`src/ohz_pkg.sv`:
```
// Constants and carrier types for the output short / high-impedance controller
package ohz_pkg;

  // ==========================================================================
  // Register map (byte addresses, one 32-bit word each)
  localparam logic [4:0] ADDR_CTRL      = 5'h00;
  localparam logic [4:0] ADDR_DETECT    = 5'h04;
  localparam logic [4:0] ADDR_IRQ_STAT  = 5'h08;
  localparam logic [4:0] ADDR_IRQ_MASK  = 5'h0c;

  // ==========================================================================
  // Field positions
  localparam int FLAG_BIT     = 15;
  localparam int CMP_EN_BIT   = 9;
  localparam int IRQ_EN_BIT   = 8;
  localparam int DET_FLAG_LSB = 12;
  localparam int IRQ_SHORT    = 0;
  localparam int IRQ_DETECT   = 1;

  // ==========================================================================
  // Sizes and encodings
  localparam int N_PAIR = 3;
  localparam int N_EPIN = 4;
  localparam int N_HC   = 6;
  localparam int N_IRQ  = 2;
  localparam logic [3:0]  SAMPLES_LAST = 4'hf;
  localparam logic [15:0] PE_SET_MASK  = 16'hfa00;
  localparam logic [1:0]  MODE_EDGE    = 2'h0;
  localparam logic [1:0]  MODE_DIV8    = 2'h1;
  localparam logic [1:0]  MODE_DIV16   = 2'h2;
  localparam logic [1:0]  MODE_DIV128  = 2'h3;
  localparam logic [6:0]  DIV8_LAST    = 7'h07;
  localparam logic [6:0]  DIV16_LAST   = 7'h0f;
  localparam logic [6:0]  DIV128_LAST  = 7'h7f;

  // ==========================================================================
  // Reset values
  localparam logic [7:0]  DET_MODE_RST = 8'h00;
  localparam logic [6:0]  PRESC_RST    = 7'h00;
  localparam logic [31:0] RDATA_RST    = 32'h0000_0000;

  // ==========================================================================
  // Carriers
  typedef struct packed {
    logic [4:0]  address;
    logic        read;
    logic        write;
    logic [31:0] writedata;
    logic [3:0]  byteenable;
  } ohz_bus_req_t;

  typedef struct packed {
    logic                    cmp_en;
    logic                    irq_en;
    logic                    short_flag;
    logic                    flag_armed;
    logic [N_EPIN-1:0]       det_flag;
    logic [N_EPIN-1:0]       det_armed;
    logic [7:0]              det_mode;
    logic [N_EPIN-1:0]       prev_pin;
    logic [N_EPIN-1:0][3:0]  low_cnt;
    logic [6:0]              presc;
    logic [N_IRQ-1:0]        irq_stat;
    logic [N_IRQ-1:0]        irq_mask;
    logic                    shz_prev;
    logic [15:0]             pe_set;
    logic                    ack;
    logic [31:0]             rdata;
  } ohz_state_t;

endpackage

```
`src/ohz_ctrl.sv`:
```
// Output short detection and high-impedance control with Avalon-MM registers
// Operation
// - Any compared pair both low sets flag
// - Flag clears by writing 0 after reading 1
// - Reserved bits read zero, written zero
// - Compare enable plus interrupt enable plus flag requests high-impedance
// - No high-impedance request without interrupt enable
// - Interrupt request coincides with high-impedance request
// - Pair already low at enable: flag immediately
// - Short high-impedance sets port bits 15-11, 9
// - Interrupt enable gates short_irq and short_hiz_req; the short status bit feeding irq sets without it
// - Emergency input detect floats the GPIO/timer-assigned high-current pins
// - Detect forcing only for GPIO/timer-assigned pins
// - Mode 00 detects falling edge per pin
// - Level modes need sixteen consecutive low samples
module ohz_ctrl (
  // Clock and reset
  input  wire logic                        clock,
  input  wire logic                        rst_n,
  // Avalon-MM slave
  input  wire logic [4:0]                  avs_address,
  input  wire logic                        avs_read,
  input  wire logic                        avs_write,
  input  wire logic [31:0]                 avs_writedata,
  input  wire logic [3:0]                  avs_byteenable,
  output logic      [31:0]                 avs_readdata,
  output logic                             avs_waitrequest,
  // Timer complementary output levels
  input  wire logic [ohz_pkg::N_PAIR-1:0]  pair_out_a,
  input  wire logic [ohz_pkg::N_PAIR-1:0]  pair_out_b,
  // Emergency inputs and pin assignment
  input  wire logic [ohz_pkg::N_EPIN-1:0]  emergency_input_pin,
  input  wire logic [ohz_pkg::N_HC-1:0]    pin_gpio_or_timer,
  // Protection outputs
  output logic      [ohz_pkg::N_HC-1:0]    hiz_pin,
  output logic                             short_hiz_req,
  output logic                             short_irq,
  output logic      [15:0]                 port_e_data_set,
  // Interrupt
  output logic                             irq
);

  ohz_pkg::ohz_state_t   s_ff;
  ohz_pkg::ohz_state_t   nxt_s;
  ohz_pkg::ohz_bus_req_t bus;

  logic                       req_any;
  logic                       acc;
  logic                       wr_ctrl;
  logic                       wr_det;
  logic                       wr_stat;
  logic                       wr_mask;
  logic                       rd_ctrl;
  logic                       rd_det;
  logic                       cmp_en_eff;
  logic                       pair_low;
  logic                       short_now;
  logic                       shz;
  logic [ohz_pkg::N_EPIN-1:0] det_hit;
  logic [15:0]                ctrl_view;
  logic [15:0]                det_view;

  // ==========================================================================
  // Helpers
  function automatic logic tick_sel(input logic [1:0] mode, input logic [6:0] presc);
    logic t;
    t = 1'b0;
    case (mode)
      ohz_pkg::MODE_DIV8:   t = (presc[2:0] == ohz_pkg::DIV8_LAST[2:0]);
      ohz_pkg::MODE_DIV16:  t = (presc[3:0] == ohz_pkg::DIV16_LAST[3:0]);
      ohz_pkg::MODE_DIV128: t = (presc == ohz_pkg::DIV128_LAST);
      default:              t = 1'b0;
    endcase
    return t;
  endfunction

  function automatic logic is_wr(input ohz_pkg::ohz_bus_req_t b, input logic [4:0] a,
                                 input logic go);
    return go && b.write && (b.address[4:2] == a[4:2]);
  endfunction

  // ==========================================================================
  // Bus decode; every access waits exactly one cycle
  assign bus.address    = avs_address;
  assign bus.read       = avs_read;
  assign bus.write      = avs_write;
  assign bus.writedata  = avs_writedata;
  assign bus.byteenable = avs_byteenable;

  assign req_any         = bus.read | bus.write;
  assign acc             = req_any & s_ff.ack;
  assign avs_waitrequest = req_any & ~s_ff.ack;
  assign avs_readdata    = s_ff.rdata;

  assign wr_ctrl = is_wr(bus, ohz_pkg::ADDR_CTRL, acc);
  assign wr_det  = is_wr(bus, ohz_pkg::ADDR_DETECT, acc);
  assign wr_stat = is_wr(bus, ohz_pkg::ADDR_IRQ_STAT, acc);
  assign wr_mask = is_wr(bus, ohz_pkg::ADDR_IRQ_MASK, acc);
  assign rd_ctrl = acc && bus.read && (bus.address[4:2] == ohz_pkg::ADDR_CTRL[4:2]);
  assign rd_det  = acc && bus.read && (bus.address[4:2] == ohz_pkg::ADDR_DETECT[4:2]);

  // ==========================================================================
  // Register views
  always_comb
  begin
    ctrl_view = 16'h0000;
    ctrl_view[ohz_pkg::FLAG_BIT]   = s_ff.short_flag;
    ctrl_view[ohz_pkg::CMP_EN_BIT] = s_ff.cmp_en;
    ctrl_view[ohz_pkg::IRQ_EN_BIT] = s_ff.irq_en;
    det_view = {s_ff.det_flag, 4'h0, s_ff.det_mode};
  end

  // ==========================================================================
  // Short compare
  // Compare follows the value being written so a pair already low is caught
  // at the same edge that enables the compare
  assign cmp_en_eff = (wr_ctrl && bus.byteenable[1]) ? bus.writedata[ohz_pkg::CMP_EN_BIT]
                                                     : s_ff.cmp_en;
  assign pair_low   = |(~pair_out_a & ~pair_out_b);
  assign short_now  = cmp_en_eff & pair_low;

  // Both outputs share one term: the request and the interrupt move together
  assign shz           = s_ff.short_flag & s_ff.cmp_en & s_ff.irq_en;
  assign short_hiz_req = shz;
  assign short_irq     = shz;
  assign port_e_data_set = s_ff.pe_set;
  assign irq           = |(s_ff.irq_stat & s_ff.irq_mask);

  // ==========================================================================
  // High-impedance per pin
  genvar g;
  generate
    for (g = 0; g < ohz_pkg::N_HC; g++)
    begin : g_hiz
      assign hiz_pin[g] = shz | ((|s_ff.det_flag) & pin_gpio_or_timer[g]);
    end
  endgenerate

  // ==========================================================================
  // Next state
  always_comb
  begin
    nxt_s         = s_ff;
    det_hit       = '0;
    nxt_s.ack     = req_any & ~s_ff.ack;
    nxt_s.presc   = s_ff.presc + 7'h01;
    nxt_s.shz_prev = shz;
    nxt_s.pe_set  = (shz && !s_ff.shz_prev) ? ohz_pkg::PE_SET_MASK : 16'h0000;

    // Read data is latched one edge ahead of the accepting edge
    if (nxt_s.ack && bus.read)
    begin
      case (bus.address[4:2])
        ohz_pkg::ADDR_CTRL[4:2]:     nxt_s.rdata = {16'h0000, ctrl_view};
        ohz_pkg::ADDR_DETECT[4:2]:   nxt_s.rdata = {16'h0000, det_view};
        ohz_pkg::ADDR_IRQ_STAT[4:2]: nxt_s.rdata = {30'h0, s_ff.irq_stat};
        ohz_pkg::ADDR_IRQ_MASK[4:2]: nxt_s.rdata = {30'h0, s_ff.irq_mask};
        default:                     nxt_s.rdata = ohz_pkg::RDATA_RST;
      endcase
    end

    // Control register
    if (wr_ctrl && bus.byteenable[1])
    begin
      nxt_s.cmp_en = bus.writedata[ohz_pkg::CMP_EN_BIT];
      nxt_s.irq_en = bus.writedata[ohz_pkg::IRQ_EN_BIT];
      // Writing one to the flag has no effect
      if (!bus.writedata[ohz_pkg::FLAG_BIT] && s_ff.flag_armed)
      begin
        nxt_s.short_flag = 1'b0;
        nxt_s.flag_armed = 1'b0;
      end
    end
    if (rd_ctrl && s_ff.short_flag)
      nxt_s.flag_armed = 1'b1;
    if (short_now)
      nxt_s.short_flag = 1'b1;

    // Emergency input detection
    for (int i = 0; i < ohz_pkg::N_EPIN; i++)
    begin
      nxt_s.prev_pin[i] = emergency_input_pin[i];
      if (s_ff.det_mode[2*i +: 2] == ohz_pkg::MODE_EDGE)
      begin
        nxt_s.low_cnt[i] = 4'h0;
        det_hit[i] = s_ff.prev_pin[i] & ~emergency_input_pin[i];
      end
      else if (tick_sel(s_ff.det_mode[2*i +: 2], s_ff.presc))
      begin
        // One high sample restarts the run
        if (emergency_input_pin[i])
          nxt_s.low_cnt[i] = 4'h0;
        else if (s_ff.low_cnt[i] == ohz_pkg::SAMPLES_LAST)
        begin
          nxt_s.low_cnt[i] = 4'h0;
          det_hit[i] = 1'b1;
        end
        else
          nxt_s.low_cnt[i] = s_ff.low_cnt[i] + 4'h1;
      end
      if (wr_det && bus.byteenable[1] && !bus.writedata[ohz_pkg::DET_FLAG_LSB + i]
          && s_ff.det_armed[i])
      begin
        nxt_s.det_flag[i]  = 1'b0;
        nxt_s.det_armed[i] = 1'b0;
      end
      if (rd_det && s_ff.det_flag[i])
        nxt_s.det_armed[i] = 1'b1;
      if (det_hit[i])
        nxt_s.det_flag[i] = 1'b1;
    end
    if (wr_det && bus.byteenable[0])
      nxt_s.det_mode = bus.writedata[7:0];

    // Interrupt status and mask; a new event beats a same-cycle clear
    if (wr_mask && bus.byteenable[0])
      nxt_s.irq_mask = bus.writedata[ohz_pkg::N_IRQ-1:0];
    if (wr_stat && bus.byteenable[0])
      nxt_s.irq_stat = s_ff.irq_stat & ~bus.writedata[ohz_pkg::N_IRQ-1:0];
    if (short_now && !s_ff.short_flag)
      nxt_s.irq_stat[ohz_pkg::IRQ_SHORT] = 1'b1;
    if (|det_hit)
      nxt_s.irq_stat[ohz_pkg::IRQ_DETECT] = 1'b1;
  end

  // ==========================================================================
  // State register
  always_ff @(posedge clock or negedge rst_n)
  begin
    if (!rst_n)
    begin
      s_ff           <= '0;
      s_ff.det_mode  <= ohz_pkg::DET_MODE_RST;
      s_ff.presc     <= ohz_pkg::PRESC_RST;
      s_ff.rdata     <= ohz_pkg::RDATA_RST;
    end
    else
      s_ff <= nxt_s;
  end

endmodule

```
`config.mk`:
```
export PLATFORM = sky130hd
export DESIGN_NAME = ohz_ctrl
export DESIGN_NICKNAME = d
export VERILOG_FILES = /design/src/ohz_pkg.sv /design/src/ohz_ctrl.sv
export SDC_FILE = /design/constraint.sdc
export NUM_CORES = 1
export LEC_CHECK = 0
export BUFFER_PORTS_ARGS = -buffer_cell sky130_fd_sc_hd__buf_2
export CAP_MARGIN = 10
export CORE_ASPECT_RATIO = 0.75
export CORE_MARGIN = 3
export CORE_UTILIZATION = 47
export CTS_BUF_LIST = sky130_fd_sc_hd__clkbuf_4
export DETAILED_ROUTE_END_ITERATION = 8
export PLACE_DENSITY = 0.78
export RECOVER_POWER = 100
export SETUP_SLACK_MARGIN = 0.1
export SYNTH_ARGS = -nofsm -noshare
export SYNTH_HDL_FRONTEND = slang
export SYNTH_SLANG_ARGS = --single-unit
```
`constraint.sdc`:
```
create_clock -name clock -period 1.9 [get_ports clock]
set_clock_uncertainty 0.05 [all_clocks]
set_input_delay 0.57 -clock clock [delete_from_list [all_inputs] [get_ports clock]]
set_output_delay 0.57 -clock clock [all_outputs]
set_load 0.01 [all_outputs]
```
==> results by stage <==
Timing:
- Setup repair after global routing could not meet its margin everywhere.
- The worst setup margin is -0.430 ns.
- The final number of hold-violating endpoints is 0.
- At the pin with the least slew margin, the transition time is 1.49 ns.
- The number of max-slew violations in the final report is 0.
- Subtracting the final worst setup slack from the clock period gives 2.33 ns.
- The final critical path takes up 123% of the cycle.
- The headroom to the max-slew limit is less than 1%.
- Setup total negative slack on the finished layout was measured at -3.76 ns.
- Based on the critical path, the design can be clocked at up to 429 MHz.
- Setup violations remaining at the end of the flow were counted as 23.

Routing:
- The number of violations reported at the end of detailed-routing iteration 0 is 144.
- The routed design uses 4090 um of met2 wire.
- For this block, wires on met1 add up to between 3000 and 4000 um.
- The routed via count is about 2900.
- The residual antenna-violating net count after detailed routing is 0.
- The uppermost metal layer occupied by signal nets is met4.
- The total wire length after detailed routing is 8410 um.
- The count of unresolved DRC violations after routing is 0.
- Using the TritonRoute via totals, the vias-per-cell ratio works out to 5.23.
- For this run, the detailed router's first-pass iteration total came to 4.
- The routed wirelength normalized by instance count is 15.3 um.
- The met3 routed wirelength is 482 um.

Setup path:
- Walking the worst path, the cells encountered are or4_4 -> a21o_1 -> buf_2.
- Along the worst path, the maximum fanout reaches 6.
- The startpoint type of the worst setup path is a flop.
- The largest delay contributor family on the critical path is simple AND/OR/NAND/NOR gates.
- At the worst endpoint, the required time is 1.28 ns.
- The worst setup path is captured at an output port.
- The category of the most critical setup path is flop to output port.
- The slowest stage of the critical path is the sky130_fd_sc_hd__or4_4 cell.
- The buffer and inverter count on the worst path is 1.
- The data arrival time at the worst-slack endpoint is 1.71 ns.
- For this run, the slowest stage of the critical path takes 0.58 ns.

GRT:
- The first global-routing pass estimated 12700 um of wire.
- The via count of the first global-routing pass is 2672.
- The overall routing resource usage is 18.6%.
- The pin count of the biggest net entering global routing is slightly below 70.
- The number of antenna violations at the first check in global routing is 0.
- Summed over all layers, the global routing overflow is 0.

Outcome:
- The run finished, with violations left.
- The checks that failed: setup timing.

Die:
- The die covers 8780 um2.
- The die is just over 80 um tall.
- The horizontal die dimension is 107 um.
- Once the floorplan was initialized, standard cells occupied 48.8% of the core.
- approximately 120 I/O pins were placed.
- The row count is 27.
- The total area inside the core boundary comes to roughly 7400 um2.

Synth:
- The sequential cell area fraction in the yosys report is 47.1%.
- Yosys printed 0 warnings.
- The post-synthesis cell type count is 49.
- The synthesized netlist occupies a cell area of 3610 um2.
- The number of storage elements in the synthesis netlist is 68.
- The instance count of the mapped netlist is about 360.
- The mean area per synthesized cell is 10.1 um2.
- The most used flip-flop cell after synthesis is sky130_fd_sc_hd__dfrtp_1.
- The fraction of registers with async set or reset after synthesis is between 90% and 100%.
- In this run, synthesis inferred 0 flip-flops with an integrated enable.

Layout:
- The area added between synthesis and finish is 20.2%.
- For this run, the post-layout net count is just over 500.
- Measured on the finished design, the core utilization comes to 58.7%.
- The share of cells above drive strength 1 is 29.7%.
- Fill cells in the final layout number 623.
- The repair_antennas step left the layout with diodes totalling 0.

Power and ir drop:
- The power density normalized to cell area is 901 nW/um2.
- The switching power share of the total is 30.2%.
- Summed over all nets, the switching power comes to 1.18 mW.
- The total power after layout is between 3 and 4 mW.
- In this run, the clock network consumes 31.4% of the power.
- IR analysis of the VDD net gives a maximum drop of 509 uV.
- The part of the total power dissipated in combinational logic is 20.9%.
- Sequential cells account for a little under half of the total power.
- The total internal power is 2.73 mW.
- The static leakage is roughly 2.1 nW.

Clocking:
- The number of buffers between clock root and the deepest sink is 2.
- The maximum level of the CTS H-tree is 3.
- The TritonCTS clock tree is built.
- The tree is rooted in a sky130_fd_sc_hd__clkbuf_4.
- TritonCTS created 9 clock buffers.
- After clock tree synthesis, the clock-pin slew on the worst setup and hold paths is 0.12 ns.
- For the worst-skew pair, the clock arrives at the later sink with an insertion delay of 0.43 ns.
- The number of clock sinks seen by CTS is 68.

Job:
- The number of max-capacitance violations reported is 0.

Placed design:
- The weighted congestion at the end of routability-driven global placement is roughly 0.9.
- Buffers placed on the I/O ports in this run total 68.
- Timing analysis after detailed placement gives a worst setup slack of -0.0764 ns.
- Detailed placement ended at an HPWL of 5810 um.

Worst hold path:
- The worst min-delay path category is input port to flop.
-- worst reg2reg max path: stages, from the launching register on --
cell	delay (ns)
sky130_fd_sc_hd__dfrtp_1	0.41
sky130_fd_sc_hd__ha_1	0.27
sky130_fd_sc_hd__clkbuf_1	0.14
sky130_fd_sc_hd__nand3_2	0.16
sky130_fd_sc_hd__buf_6	0.13
sky130_fd_sc_hd__a2111oi_4	0.03
sky130_fd_sc_hd__buf_4	0.17
sky130_fd_sc_hd__o21ai_2	0.14
sky130_fd_sc_hd__o21ai_2	0.09
sky130_fd_sc_hd__or4_4	0.42
-- metrics by stage --
step	cell area (um2)	std cells	hold slack (ns)
finish	4340	549	0.233
global route	4340	549	0.218
CTS	4310	541	0.0874
floorplan	3770	385	0.224
global placement	4020	521	0.331
detailed placement	4020	521	0.341
-- placed cells by master, fill, tap and decap left out, types with 3 or more instances in the layout --
cell	netlist	layout
sky130_fd_sc_hd__dfrtp_1	68	68
sky130_fd_sc_hd__buf_2	3	41
sky130_fd_sc_hd__nand2_1	37	36
sky130_fd_sc_hd__clkbuf_1	6	33
sky130_fd_sc_hd__conb_1	1	28
sky130_fd_sc_hd__buf_4	49	23
sky130_fd_sc_hd__o21ai_0	23	21
sky130_fd_sc_hd__inv_1	17	17
sky130_fd_sc_hd__nor2_1	14	13
sky130_fd_sc_hd__a21o_1	13	13
sky130_fd_sc_hd__a22o_1	13	11
sky130_fd_sc_hd__mux2_2	10	10
sky130_fd_sc_hd__a21oi_1	15	10
sky130_fd_sc_hd__clkbuf_4	0	10
sky130_fd_sc_hd__o31ai_1	7	7
sky130_fd_sc_hd__mux2i_1	6	6
sky130_fd_sc_hd__nand4_1	5	5
sky130_fd_sc_hd__a21oi_2	0	5
sky130_fd_sc_hd__ha_1	6	5
sky130_fd_sc_hd__buf_6	0	5
sky130_fd_sc_hd__nor2b_1	4	4
sky130_fd_sc_hd__o21ai_2	2	4
sky130_fd_sc_hd__xnor2_1	3	3
sky130_fd_sc_hd__nand3_1	3	3
sky130_fd_sc_hd__and4_1	3	3
sky130_fd_sc_hd__o2bb2ai_1	4	3
sky130_fd_sc_hd__and3_1	4	3
sky130_fd_sc_hd__nand4b_1	3	3
sky130_fd_sc_hd__bufinv_16	0	3
-- final timing paths --
kind                                   startpoint                  end  slack (ns)  cells after the start
hold reg to reg                          s_ff[49]  port_e_data_set[14]        0.35                      1
max in group asynchronous                   rst_n         det_view[14]        0.38                      2
setup reg to reg                         s_ff[54]             s_ff[53]       -0.24                      9
setup / recovery                     det_view[12]           hiz_pin[0]       -0.43                      3
hold / removal             emergency_input_pin[2]             s_ff[79]        0.23                      1
min in group asynchronous                   rst_n          det_view[7]        0.55                      2
-- power groups by stage --
stage	combinational [mW]	clock [mW]	sequential, mW
final	0.816	1.23	1.87
after global routing	0.907	1.31	1.90
after global placement	0.733	0	1.86
after detailed placement	0.762	0	1.87
after CTS	0.785	1.25	1.86
after floorplan	0.560	0	1.82
-- cells in the mapped netlist (2+ instances only) --
master / number / share of area (%)
sky130_fd_sc_hd__nor2_1: 14 / 1.5
sky130_fd_sc_hd__mux2i_1: 6 / 1.7
sky130_fd_sc_hd__nand4_1: 5 / 0.87
sky130_fd_sc_hd__nand3_1: 3 / 0.42
sky130_fd_sc_hd__a211oi_1: 2 / 0.42
sky130_fd_sc_hd__a22o_1: 13 / 3.2
sky130_fd_sc_hd__clkbuf_1: 6 / 0.62
sky130_fd_sc_hd__a21oi_1: 15 / 2.1
sky130_fd_sc_hd__and3_2: 2 / 0.42
sky130_fd_sc_hd__nand2b_1: 2 / 0.35
sky130_fd_sc_hd__nand4b_1: 3 / 0.73
sky130_fd_sc_hd__o21ai_0: 23 / 3.2
sky130_fd_sc_hd__nand3b_1: 2 / 0.42
sky130_fd_sc_hd__or4_1: 2 / 0.42
sky130_fd_sc_hd__and3_1: 4 / 0.69
sky130_fd_sc_hd__o21ai_2: 2 / 0.49
sky130_fd_sc_hd__o2bb2ai_1: 4 / 0.97
sky130_fd_sc_hd__and4_1: 3 / 0.73
sky130_fd_sc_hd__buf_2: 3 / 0.42
sky130_fd_sc_hd__o21bai_1: 4 / 0.83
sky130_fd_sc_hd__dfrtp_1: 68 / 47
sky130_fd_sc_hd__nor3b_1: 2 / 0.42
sky130_fd_sc_hd__nor2b_1: 4 / 0.69
sky130_fd_sc_hd__xnor2_1: 3 / 0.73
sky130_fd_sc_hd__a21o_1: 13 / 2.7
sky130_fd_sc_hd__a31oi_1: 2 / 0.35
sky130_fd_sc_hd__a22oi_1: 3 / 0.62
sky130_fd_sc_hd__inv_1: 17 / 1.8
sky130_fd_sc_hd__ha_1: 6 / 2.1
sky130_fd_sc_hd__nor3_1: 2 / 0.28
sky130_fd_sc_hd__o31ai_1: 7 / 1.5
sky130_fd_sc_hd__nand2_1: 37 / 3.8
sky130_fd_sc_hd__nor4_1: 2 / 0.35
sky130_fd_sc_hd__nand3_2: 2 / 0.55
sky130_fd_sc_hd__buf_4: 49 / 10
sky130_fd_sc_hd__mux2_2: 10 / 3.1
-- sequential cells by signal, indices dropped and copies added (netlist names) --
| signal | flops |
|---|---|
| port_e_data_set | 1 |
| ctrl_view | 3 |
| s_ff | 38 |
| avs_readdata | 14 |
| det_view | 12 |
-- metal layers --
metal  up-vias  global-route usage (%)
met3        15                    4.95
met5         -                       0
met1      1393                    25.2
met4         0                    5.49
met2        97                    29.5
li1       1366                       -
-- logic make-up after synthesis --
group / count (synthesis) / share of synthesized area, %
DFF: 68 / 47.1
other: 1 / 0.104
and+or+nand+nor: 95 / 14.1
muxes: 16 / 4.78
AOI/OAI and AO/OA: 93 / 17.8
adders and majority gates: 6 / 2.08
buffers and inverters: 75 / 13.0
xor gates and xnor gates: 4 / 0.970
-- cell type report --
class,instances,area [um2],share of cell area (%)
inverters,17,63.8,1.47
clock buffers,10,75.1,1.73
flip-flops and latches,68,1700,39.2
multi-input cells,242,1690,39.0
clock inverters,6,111,2.56
repair buffers,105,572,13.2
well taps,101,126,2.91
-- what timing repair did --
item                                    CTS  global route
hold buffers                              0             0
endpoints found under the setup margin   13            21
gates resized for setup                  19            17
pin swaps                                 7             9
buffers inserted                          5             9
(Power assumes the default switching activity.)
